### config.mk
export PLATFORM = sky130hd
export DESIGN_NAME = sdc_channel_regs
export DESIGN_NICKNAME = d
export VERILOG_FILES = /design/src/hdl/sdc_pkg.sv /design/src/hdl/sdc_channel_regs.sv /design/src/hdl/sdc_avmm_slave.sv /design/src/hdl/sdc_conv_seq.sv
export SDC_FILE = /design/constraint.sdc
export NUM_CORES = 1
export LEC_CHECK = 0
export CORE_AREA = 10 10 93 135
export DETAILED_ROUTE_END_ITERATION = 6
export DIE_AREA = 0 0 103 145
export DONT_BUFFER_PORTS = 1
export PLACE_DENSITY = 0.66
export SYNTH_ARGS = -nofsm -noshare
export SYNTH_HDL_FRONTEND = slang
export SYNTH_SLANG_ARGS = --single-unit
### constraint.sdc
create_clock -name CLK_SYS -period 2.8 [get_ports CLK_SYS]
set_clock_uncertainty 0.15 [all_clocks]
set_input_delay 0.28 -clock CLK_SYS [delete_from_list [all_inputs] [get_ports CLK_SYS]]
set_output_delay 0.28 -clock CLK_SYS [all_outputs]
set_load 0.05 [all_outputs]
### src/hdl/sdc_pkg.sv
// Package with register map, field layout and types of the converter channel registers
package sdc_pkg;

   // Register offsets (printed offsets; some odd, so these are indices, byte addr = 4*index)
   localparam logic [9:0] OFS_INPUT_CONTROL   = 10'h0b5;
   localparam logic [9:0] OFS_FILTER_PRELOAD  = 10'h0bd;
   localparam logic [9:0] OFS_CHANNEL_CONTROL = 10'h10e;
   localparam logic [9:0] OFS_RESULT_WORD     = 10'h11a;
   localparam logic [9:0] OFS_FILTER_STATUS   = 10'h120;

   // Input control fields
   localparam int         INCTL_DLY_BIT   = 6;
   localparam int         INCTL_GAIN_LSB  = 3;
   localparam int         INCTL_PAIR_LSB  = 0;
   localparam logic [7:0] INCTL_WR_MASK   = 8'h7f;

   // Channel control fields
   localparam int          CCTL_SNGL_BIT  = 10;
   localparam int          CCTL_OSR_LSB   = 8;
   localparam int          CCTL_TOG_BIT   = 7;
   localparam int          CCTL_LSB_BIT   = 6;
   localparam int          CCTL_OVF_BIT   = 5;
   localparam int          CCTL_DF_BIT    = 4;
   localparam int          CCTL_IE_BIT    = 3;
   localparam int          CCTL_IFG_BIT   = 2;
   localparam int          CCTL_SC_BIT    = 1;
   localparam int          CCTL_GRP_BIT   = 0;
   localparam logic [15:0] CCTL_WR_MASK   = 16'h07ff;

   // Reset values
   localparam logic [7:0]  RST_INPUT_CONTROL   = 8'h00;
   localparam logic [7:0]  RST_FILTER_PRELOAD  = 8'h00;
   localparam logic [15:0] RST_CHANNEL_CONTROL = 16'h0000;
   localparam logic [15:0] RST_RESULT_WORD     = 16'h0000;

   // Field codes
   localparam logic [2:0] GAIN_MAX_CODE   = 3'h4;
   localparam logic [2:0] PAIR_TEMP_CODE  = 3'h6;
   localparam logic [2:0] PAIR_RSVD_CODE  = 3'h7;
   localparam logic [1:0] FIRST_IRQ_LATE  = 2'h3;

   // Read answer latency in cycles
   localparam int READ_WAIT_CYCLES = 1;

   typedef enum logic [1:0] {
      SDC_IDLE,
      SDC_RUN,
      SDC_STOP
   } sdc_conv_state_t;

   // Settings handed to the modulator and filter
   typedef struct packed {
      logic        single_shot_sel;
      logic [8:0]  oversample_ratio;
      logic        result_format_sel;
      logic [4:0]  preamp_gain;
      logic [2:0]  input_pair_sel;
      logic        temp_sensor_sel;
      logic        group_with_next;
      logic [7:0]  filter_start_value;
   } sdc_cfg_t;

   // Filter sample from the arithmetic
   typedef struct packed {
      logic        valid;
      logic        overflow;
      logic [31:0] data;
   } sdc_sample_t;

   // Gain code to gain factor, zero for reserved codes
   function automatic logic [4:0] sdc_gain(input logic [2:0] code);
      sdc_gain = (code > GAIN_MAX_CODE) ? 5'h00 : 5'(5'h01 << code);
   endfunction : sdc_gain

   // Oversampling code to ratio
   function automatic logic [8:0] sdc_osr(input logic [1:0] code);
      sdc_osr = 9'(9'h100 >> code);
   endfunction : sdc_osr

endpackage : sdc_pkg

### src/hdl/sdc_channel_regs.sv
// Top: one converter channel's register set on an Avalon-MM slave
//
// Overview of operation
// - Read-only 16-bit result word, reset zero, shows upper or lower filter half.
// - Input control bit 7 and channel control bits 15-11 read zero.
// - Delay bit picks fourth sample (0) or first sample (1) for first interrupt.
// - Gain codes 0-4 give x1 to x16; codes 5-7 reserved.
// - Pair codes 0-5 pick own input pair, 6 temperature sensor, 7 reserved.
// - 8-bit preload register, reset zero, is the filter start value.
// - Control bit 10: zero continuous conversion, one single conversion.
// - Oversampling codes 00,01,10,11 give 256,128,64,32.
// - With auto-toggle set each result read inverts half select.
// - Half select zero shows upper 16 bits, one shows lower 16 bits.
// - Overflow flag at bit 5, software writable, shows pending overflow.
// - Format bit: zero offset binary, one two's complement.
// - Bit 3 enables the channel conversion interrupt.
// - Done flag at bit 2 sets when a new result is available.
// - Done flag clears on result read or software write.
// - Writing one to start bit 1 starts a conversion.
// - Group bit 0 ties channel to next higher channel; ignored on last.
`timescale 1ns/1ps
module sdc_channel_regs
   import sdc_pkg::*;
#(
   parameter bit LAST_CHANNEL = 1'b0
)
(
   // Clock, reset, enable
   input  wire logic        CLK_SYS,
   input  wire logic        RST_N,
   input  wire logic        CE,
   // Avalon-MM slave
   input  wire logic [11:0] AVS_ADDRESS,
   input  wire logic        AVS_READ,
   input  wire logic        AVS_WRITE,
   input  wire logic [31:0] AVS_WRITEDATA,
   input  wire logic [3:0]  AVS_BYTEENABLE,
   output logic [31:0]      AVS_READDATA,
   output logic             AVS_WAITREQUEST,
   // Filter side
   input  wire sdc_sample_t FILTER_SAMPLE,
   output sdc_cfg_t         CFG,
   output logic             CONV_RUNNING,
   output logic             FILTER_PRELOAD_LOAD,
   // Interrupt requests to shared logic
   output logic             CONV_IRQ,
   output logic             OVERFLOW_IRQ
);

   logic [9:0]  reg_index;
   logic        rd_stb;
   logic        wr_stb;
   logic [6:0]  input_control_q;
   logic [7:0]  filter_preload_q;
   logic [10:0] channel_control_q;
   logic [31:0] conv_result;
   logic        result_new;
   logic        running;
   logic        start_req;
   logic        wr_inctl;
   logic        wr_pre;
   logic        wr_cctl;
   logic        rd_result;
   logic [15:0] wdata16;
   logic [15:0] cctl_d;
   logic [15:0] result_half_word;
   logic [31:0] rdata_d;
   logic        conv_done_flag;
   logic        overflow_flag;
   logic        half_select;
   logic        single_end;

   sdc_avmm_slave u_slave (
      .clk         (CLK_SYS),
      .rst_n       (RST_N),
      .ce          (CE),
      .address     (AVS_ADDRESS),
      .read        (AVS_READ),
      .write       (AVS_WRITE),
      .waitrequest (AVS_WAITREQUEST),
      .reg_index   (reg_index),
      .rd_stb      (rd_stb),
      .wr_stb      (wr_stb)
   );

   sdc_conv_seq u_seq (
      .clk           (CLK_SYS),
      .rst_n         (RST_N),
      .ce            (CE),
      .start         (start_req),
      .stop          (wr_cctl && !cctl_d[CCTL_SC_BIT]),
      .single_shot   (channel_control_q[CCTL_SNGL_BIT]),
      .first_irq_now (input_control_q[INCTL_DLY_BIT]),
      .sample        (FILTER_SAMPLE),
      .running       (running),
      .result_new    (result_new),
      .result        (conv_result)
   );

   // Byte-lane merge for the 16-bit channel control register
   assign wdata16 = {AVS_BYTEENABLE[1] ? AVS_WRITEDATA[15:8] : {5'h00, channel_control_q[10:8]},
                     AVS_BYTEENABLE[0] ? AVS_WRITEDATA[7:0] : channel_control_q[7:0]};

   assign wr_inctl  = wr_stb && reg_index == OFS_INPUT_CONTROL  && AVS_BYTEENABLE[0];
   assign wr_pre    = wr_stb && reg_index == OFS_FILTER_PRELOAD && AVS_BYTEENABLE[0];
   assign wr_cctl   = wr_stb && reg_index == OFS_CHANNEL_CONTROL;
   assign rd_result = rd_stb && reg_index == OFS_RESULT_WORD;
   assign cctl_d    = wdata16 & CCTL_WR_MASK;
   assign start_req = wr_cctl && cctl_d[CCTL_SC_BIT] && !running;

   assign conv_done_flag = channel_control_q[CCTL_IFG_BIT];
   assign overflow_flag  = channel_control_q[CCTL_OVF_BIT];
   assign half_select    = channel_control_q[CCTL_LSB_BIT];
   assign single_end     = running && result_new && channel_control_q[CCTL_SNGL_BIT];

   // Input control register
   always_ff @(posedge CLK_SYS) begin
      if (!RST_N) begin
         input_control_q <= RST_INPUT_CONTROL[6:0];
      end else if (CE && wr_inctl) begin
         input_control_q <= AVS_WRITEDATA[6:0] & INCTL_WR_MASK[6:0];
      end
   end

   // Filter preload register
   always_ff @(posedge CLK_SYS) begin
      if (!RST_N) begin
         filter_preload_q <= RST_FILTER_PRELOAD;
      end else if (CE && wr_pre) begin
         filter_preload_q <= AVS_WRITEDATA[7:0];
      end
   end

   // Channel control register: software bits, then hardware set and clear
   always_ff @(posedge CLK_SYS) begin
      if (!RST_N) begin
         channel_control_q <= RST_CHANNEL_CONTROL[10:0];
      end else if (CE) begin
         if (wr_cctl) begin
            channel_control_q <= cctl_d[10:0];
         end
         if (rd_result && channel_control_q[CCTL_TOG_BIT]) begin
            channel_control_q[CCTL_LSB_BIT] <= !half_select;
         end
         if (rd_result && !wr_cctl) begin
            channel_control_q[CCTL_IFG_BIT] <= 1'b0;
         end
         if (result_new) begin
            channel_control_q[CCTL_IFG_BIT] <= 1'b1;
         end
         if (FILTER_SAMPLE.valid && FILTER_SAMPLE.overflow && running) begin
            channel_control_q[CCTL_OVF_BIT] <= 1'b1;
         end
         if (start_req) begin
            channel_control_q[CCTL_SC_BIT] <= 1'b1;
         end else if (single_end) begin
            channel_control_q[CCTL_SC_BIT] <= 1'b0;
         end
         if (LAST_CHANNEL) begin
            channel_control_q[CCTL_GRP_BIT] <= 1'b0;
         end
      end
   end

   // Result half selection
   assign result_half_word = half_select ? conv_result[15:0] : conv_result[31:16];

   always_comb begin
      rdata_d = 32'h0000_0000;
      unique case (reg_index)
         OFS_INPUT_CONTROL:   rdata_d = {25'h0, input_control_q};
         OFS_FILTER_PRELOAD:  rdata_d = {24'h0, filter_preload_q};
         OFS_CHANNEL_CONTROL: rdata_d = {21'h0, channel_control_q};
         OFS_RESULT_WORD:     rdata_d = {16'h0, result_half_word};
         OFS_FILTER_STATUS:   rdata_d = {31'h0, running};
         default:             rdata_d = 32'h0000_0000;
      endcase
   end

   // Read data loaded in the wait cycle, stands when waitrequest drops
   always_ff @(posedge CLK_SYS) begin
      if (!RST_N) begin
         AVS_READDATA <= 32'h0000_0000;
      end else if (CE && AVS_READ && AVS_WAITREQUEST) begin
         AVS_READDATA <= rdata_d;
      end
   end

   // Settings toward modulator and filter
   always_ff @(posedge CLK_SYS) begin
      if (!RST_N) begin
         CFG                 <= '0;
         CONV_RUNNING        <= 1'b0;
         FILTER_PRELOAD_LOAD <= 1'b0;
      end else if (CE) begin
         CFG.single_shot_sel    <= channel_control_q[CCTL_SNGL_BIT];
         CFG.oversample_ratio   <= sdc_osr(channel_control_q[9:8]);
         CFG.result_format_sel  <= channel_control_q[CCTL_DF_BIT];
         CFG.preamp_gain        <= sdc_gain(input_control_q[5:3]);
         CFG.input_pair_sel     <= input_control_q[2:0];
         CFG.temp_sensor_sel    <= input_control_q[2:0] == PAIR_TEMP_CODE;
         CFG.group_with_next    <= channel_control_q[CCTL_GRP_BIT] && !LAST_CHANNEL;
         CFG.filter_start_value <= filter_preload_q;
         CONV_RUNNING           <= running;
         FILTER_PRELOAD_LOAD    <= start_req;
      end
   end

   // Interrupt requests
   always_ff @(posedge CLK_SYS) begin
      if (!RST_N) begin
         CONV_IRQ     <= 1'b0;
         OVERFLOW_IRQ <= 1'b0;
      end else if (CE) begin
         CONV_IRQ     <= conv_done_flag && channel_control_q[CCTL_IE_BIT];
         OVERFLOW_IRQ <= overflow_flag;
      end
   end

endmodule : sdc_channel_regs

### src/hdl/sdc_avmm_slave.sv
// Avalon-MM slave front end: decodes word index, one wait state on every access
`timescale 1ns/1ps
module sdc_avmm_slave
   import sdc_pkg::*;
(
   // Clock and reset
   input  wire logic        clk,
   input  wire logic        rst_n,
   input  wire logic        ce,
   // Bus side
   input  wire logic [11:0] address,
   input  wire logic        read,
   input  wire logic        write,
   output logic             waitrequest,
   // Register side
   output logic [9:0]       reg_index,
   output logic             rd_stb,
   output logic             wr_stb
);

   logic wait_q;

   // Registered waitrequest: drops for the second cycle of each access
   always_ff @(posedge clk) begin
      if (!rst_n) begin
         wait_q <= 1'b1;
      end else if (ce) begin
         wait_q <= !((read || write) && wait_q);
      end
   end

   assign reg_index   = address[11:2];
   assign waitrequest = wait_q;
   assign rd_stb      = read && !wait_q && ce;
   assign wr_stb      = write && !wait_q && ce;

endmodule : sdc_avmm_slave

### src/hdl/sdc_conv_seq.sv
// Conversion sequencer: run state, first interrupt delay and result capture
`timescale 1ns/1ps
module sdc_conv_seq
   import sdc_pkg::*;
(
   // Clock and reset
   input  wire logic        clk,
   input  wire logic        rst_n,
   input  wire logic        ce,
   // Control
   input  wire logic        start,
   input  wire logic        stop,
   input  wire logic        single_shot,
   input  wire logic        first_irq_now,
   input  wire sdc_sample_t sample,
   // Status
   output logic             running,
   output logic             result_new,
   output logic [31:0]      result
);

   sdc_conv_state_t state_q;
   logic [1:0]      skip_q;

   always_ff @(posedge clk) begin
      if (!rst_n) begin
         state_q <= SDC_IDLE;
         skip_q  <= 2'h0;
      end else if (ce) begin
         unique case (state_q)
            SDC_IDLE: begin
               if (start) begin
                  state_q <= SDC_RUN;
                  skip_q  <= first_irq_now ? 2'h0 : FIRST_IRQ_LATE;
               end
            end
            SDC_RUN: begin
               if (stop) begin
                  state_q <= SDC_IDLE;
               end else if (sample.valid) begin
                  if (skip_q != 2'h0) begin
                     skip_q <= skip_q - 2'h1;
                  end else if (single_shot) begin
                     state_q <= SDC_STOP;
                  end
               end
            end
            SDC_STOP: state_q <= SDC_IDLE;
            default:  state_q <= SDC_IDLE;
         endcase
      end
   end

   always_ff @(posedge clk) begin
      if (!rst_n) begin
         result <= 32'h0000_0000;
      end else if (ce && result_new) begin
         result <= sample.data;
      end
   end

   assign running    = state_q == SDC_RUN;
   assign result_new = running && sample.valid && skip_q == 2'h0 && !stop;

endmodule : sdc_conv_seq

==> flow_metrics.py <==
metrics = {
    "cts": {
        "cts_buffers": 9,
        "htree_levels": 3,
        "insertion_delay_ns": 0.34,
        "cts_tree": "done",
        "root_buffer": "clkbuf_16",
        "clockBufferDepth": 2,
        "cts_setup_buffers": 0,
        "cts_resized": 0,
        "cts_sinks": 107,
        "clkTransAtPathRegs_ns": 0.07,
    },
    "yosys": {
        "synth_top_area_share_pct": 43.20,
        "yosys_warnings": 0,
        "synth_seq_cells": 107,
        "synth_enable_flop_cells": 0,
        "mappedNetlistArea_sq_um": 4959,
        "netlist.top_cell.by_area": "dfxtp_1",
        "yosysUniqueCellTypes": 55,
        "syn-instance-count": 552,
        "async_flop_share_pct": 0,
        "ys_seq_area_share_pct": 43.20,
        "synth_area_per_cell_sq_um": 8.983,
        "synth-main-ff-cell": "dfxtp_1",
        "netlist_top_cells_area": "dfxtp_1, mux2i_1, nand2_1",
    },
    "worst_setup_path": {
        "critPathArrivalTime_ns": 2.28,
        "startpoint_type": "register",
        "worstPathRequired_ns": 2.90,
        "r2r-end": "channel_control_q[9]",
        "r2r_setup_slack_ns": 0.63,
        "critPathKind": "reg -> reg",
        "critPathCaptureType": "register",
        "reg2reg_depth": 6,
        "crit_path_end": "channel_control_q[9]",
        "critical_path.startpoint": "u_slave.waitrequest",
        "r2r_start": "u_slave.waitrequest",
        "cp_max_fo": 13,
    },
    "timing": {
        "period_share_pct": 77.56,
        "hold_ws_ns": 0.01446,
        "slew_violations": 0,
        "slew_headroom_pct": 58.63,
        "finalSetupTns_ns": 0,
        "setup_viol": 0,
        "min_period_ns": 2.172,
        "rsz0062_at_grt": "false",
        "worst_pin_slew_ns": 0.6186,
        "hold_violations": 0,
        "timing.fmax_mhz": 460.5,
    },
    "finish": {
        "final_common_cell": "dfxtp_1",
        "mostFrequentLayoutCells": "dfxtp_1, nand2_1, dlygate4sd3_1",
        "drive_gt1_share_pct": 7.407,
        "utilization_pct": 57.60,
        "fin_nets": 678,
        "n_antenna_cell": 0,
        "n_fill_cell": 923,
        "area_growth_pct": 17.74,
    },
    "route": {
        "drt_wl_total_mm": 13.56,
        "avgRoutedWirePerCell_um": 19.07,
        "drt_iter0_markers": 174,
        "drc_errors": 0,
        "ant_nets": 0,
        "dr.pass1.iters": 5,
        "vias": 3926,
        "vias_per_cell": 5.522,
    },
    "worst_hold_path": {
        "min_path_type": "in -> reg",
        "worstHoldStart": "FILTER_SAMPLE[32]",
    },
    "global_route": {
        "grt_max_degree": 103,
        "track_usage_pct": 17.95,
        "grt_pass1_wl_mm": 21.27,
        "antenna_found_initial": 0,
        "overflow": 0,
        "first_global_vias": 3924,
    },
    "floorplan": {
        "dieHeight_um": 145,
        "die-area_sq_um": 14940,
        "io_pins": 153,
        "coreArea_sq_um": 10130,
        "rows": 45,
        "initial_core_util_pct": 48.93,
        "die_w_um": 103,
    },
    "placed_design": {
        "io_buffers": 0,
        "gp_congestion": 0.7994,
        "hpwlAfterDp_mm": 9.523,
    },
    "power": {
        "p_per_area_nw_per_um2": 539.2,
        "p_leak_nw": 2.064,
        "ir_drop_v": 0.0003208,
    },
    "job": {
        "max-cap-violations": 0,
    },
    "run_status": {
        "outcome": "completed",
    },
}
-- per-stage QoR --
| stage | setup slack, ns | area (sq um) | total power [mW] | std cells |
|---|---|---|---|---|
| final | 0.6284 | 5838 | 3.148 | 711 |
| after global routing | 0.4347 | 5838 | 3.249 | 711 |
| after CTS | 0.6114 | 5838 | 3.170 | 711 |
| after detailed placement | 0.6108 | 4972 | 1.742 | 644 |
| after global placement | 0.6722 | 4972 | 1.740 | 644 |
| after floorplan | 0.6377 | 5034 | 1.779 | 572 |
-- Yosys cell counts, drive strengths merged, types with 2 or more instances --
cell type    n
o21a         3
and4bb       2
nand3       13
nor4b        3
or4b         2
clkbuf      28
a31oi        3
mux2        12
nand2b       9
nand4b       2
nand4        3
a21boi      49
o22ai        8
or3          2
nand4bb      2
a21oi        5
a22oi       10
nand2       96
or4          2
buf         26
and2        11
o31ai        3
dfxtp      107
o32ai        2
nor3        10
nor2        18
o21ai       11
nand3b       5
and4         2
mux2i       47
nor2b       35
inv          6
-- where the power goes --
group | internal (mW) | switching, mW
Sequential | 1.53 | 0.0360
Clock | 0.803 | 0.542
Combinational | 0.0969 | 0.139
Total | 2.43 | 0.717
-- critical path, stage by stage (launching register included) --
cell	delay, ns
dfxtp_1	0.31
and3b_1	0.32
and4bb_1	0.28
buf_4	0.22
nand3_1	0.09
dlygate4sd3_1	0.55
a21boi_0	0.18
-- worst min-delay path by stage --
stage / end / slack (ns) / cells past startpoint
floorplan: u_seq.result[12] / 0.26 / 2
global placement: u_slave.waitrequest / 0.21 / 1
detailed placement: u_slave.waitrequest / 0.21 / 1
CTS: channel_control_q[5] / 0.004 / 2
global route: channel_control_q[5] / 0.003 / 2
finish: channel_control_q[5] / 0.01 / 2
-- registers in the layout, indices dropped and copies added (netlist names), 2 cells and up --
register and count:
input_control_q 7, AVS_READDATA 16, u_seq.skip_q 2, channel_control_q 11
u_seq.state_q 2, u_seq.result 32, CFG 24, filter_preload_q 8
-- kinds of logic (layout without fill, tap and decap cells) --
kind of cell / count (synthesis) / count (layout) / share of synthesized area [%]
muxes: 59 / 59 / 12.21
DFF: 107 / 107 / 43.20
adders and majority gates: 1 / 1 / 0.2523
AOI/OAI and AO/OA: 100 / 100 / 14.18
and+or+nand+nor: 223 / 223 / 23.69
xor gates and xnor gates: 1 / 1 / 0.1767
other: 1 / 21 / 0.07563
buffers and inverters: 60 / 82 / 6.207
-- timing repair --
| action | in CTS | in global routing |
|---|---|---|
| endpoints found under the hold margin | 101 | 0 |
| hold buffers | 52 | 0 |
| setup endpoints to repair | 0 | 0 |
-- layout make-up --
type	instances	area [sq um]	area share (%)
clock inverters	4	75.07	1.286
well taps	117	146.4	2.507
multi-input cells	405	2594	44.43
flip-flops and latches	107	2142	36.69
inverters	6	22.52	0.3858
clock buffers	11	242.7	4.158
repair buffers	61	615.6	10.54
-- per-layer routing --
| metal | vias to the layer above | GRT usage, % | wire, um |
|---|---|---|---|
| li1 | 1942 | - | - |
| met1 | 1855 | 19.43 | 5080 |
| met2 | 109 | 31.76 | 7217 |
| met3 | 20 | 4.699 | 964 |
| met4 | 0 | 6.844 | 297 |
| met5 | - | 0 | 0 |
Power figures use the tool's default switching activity.
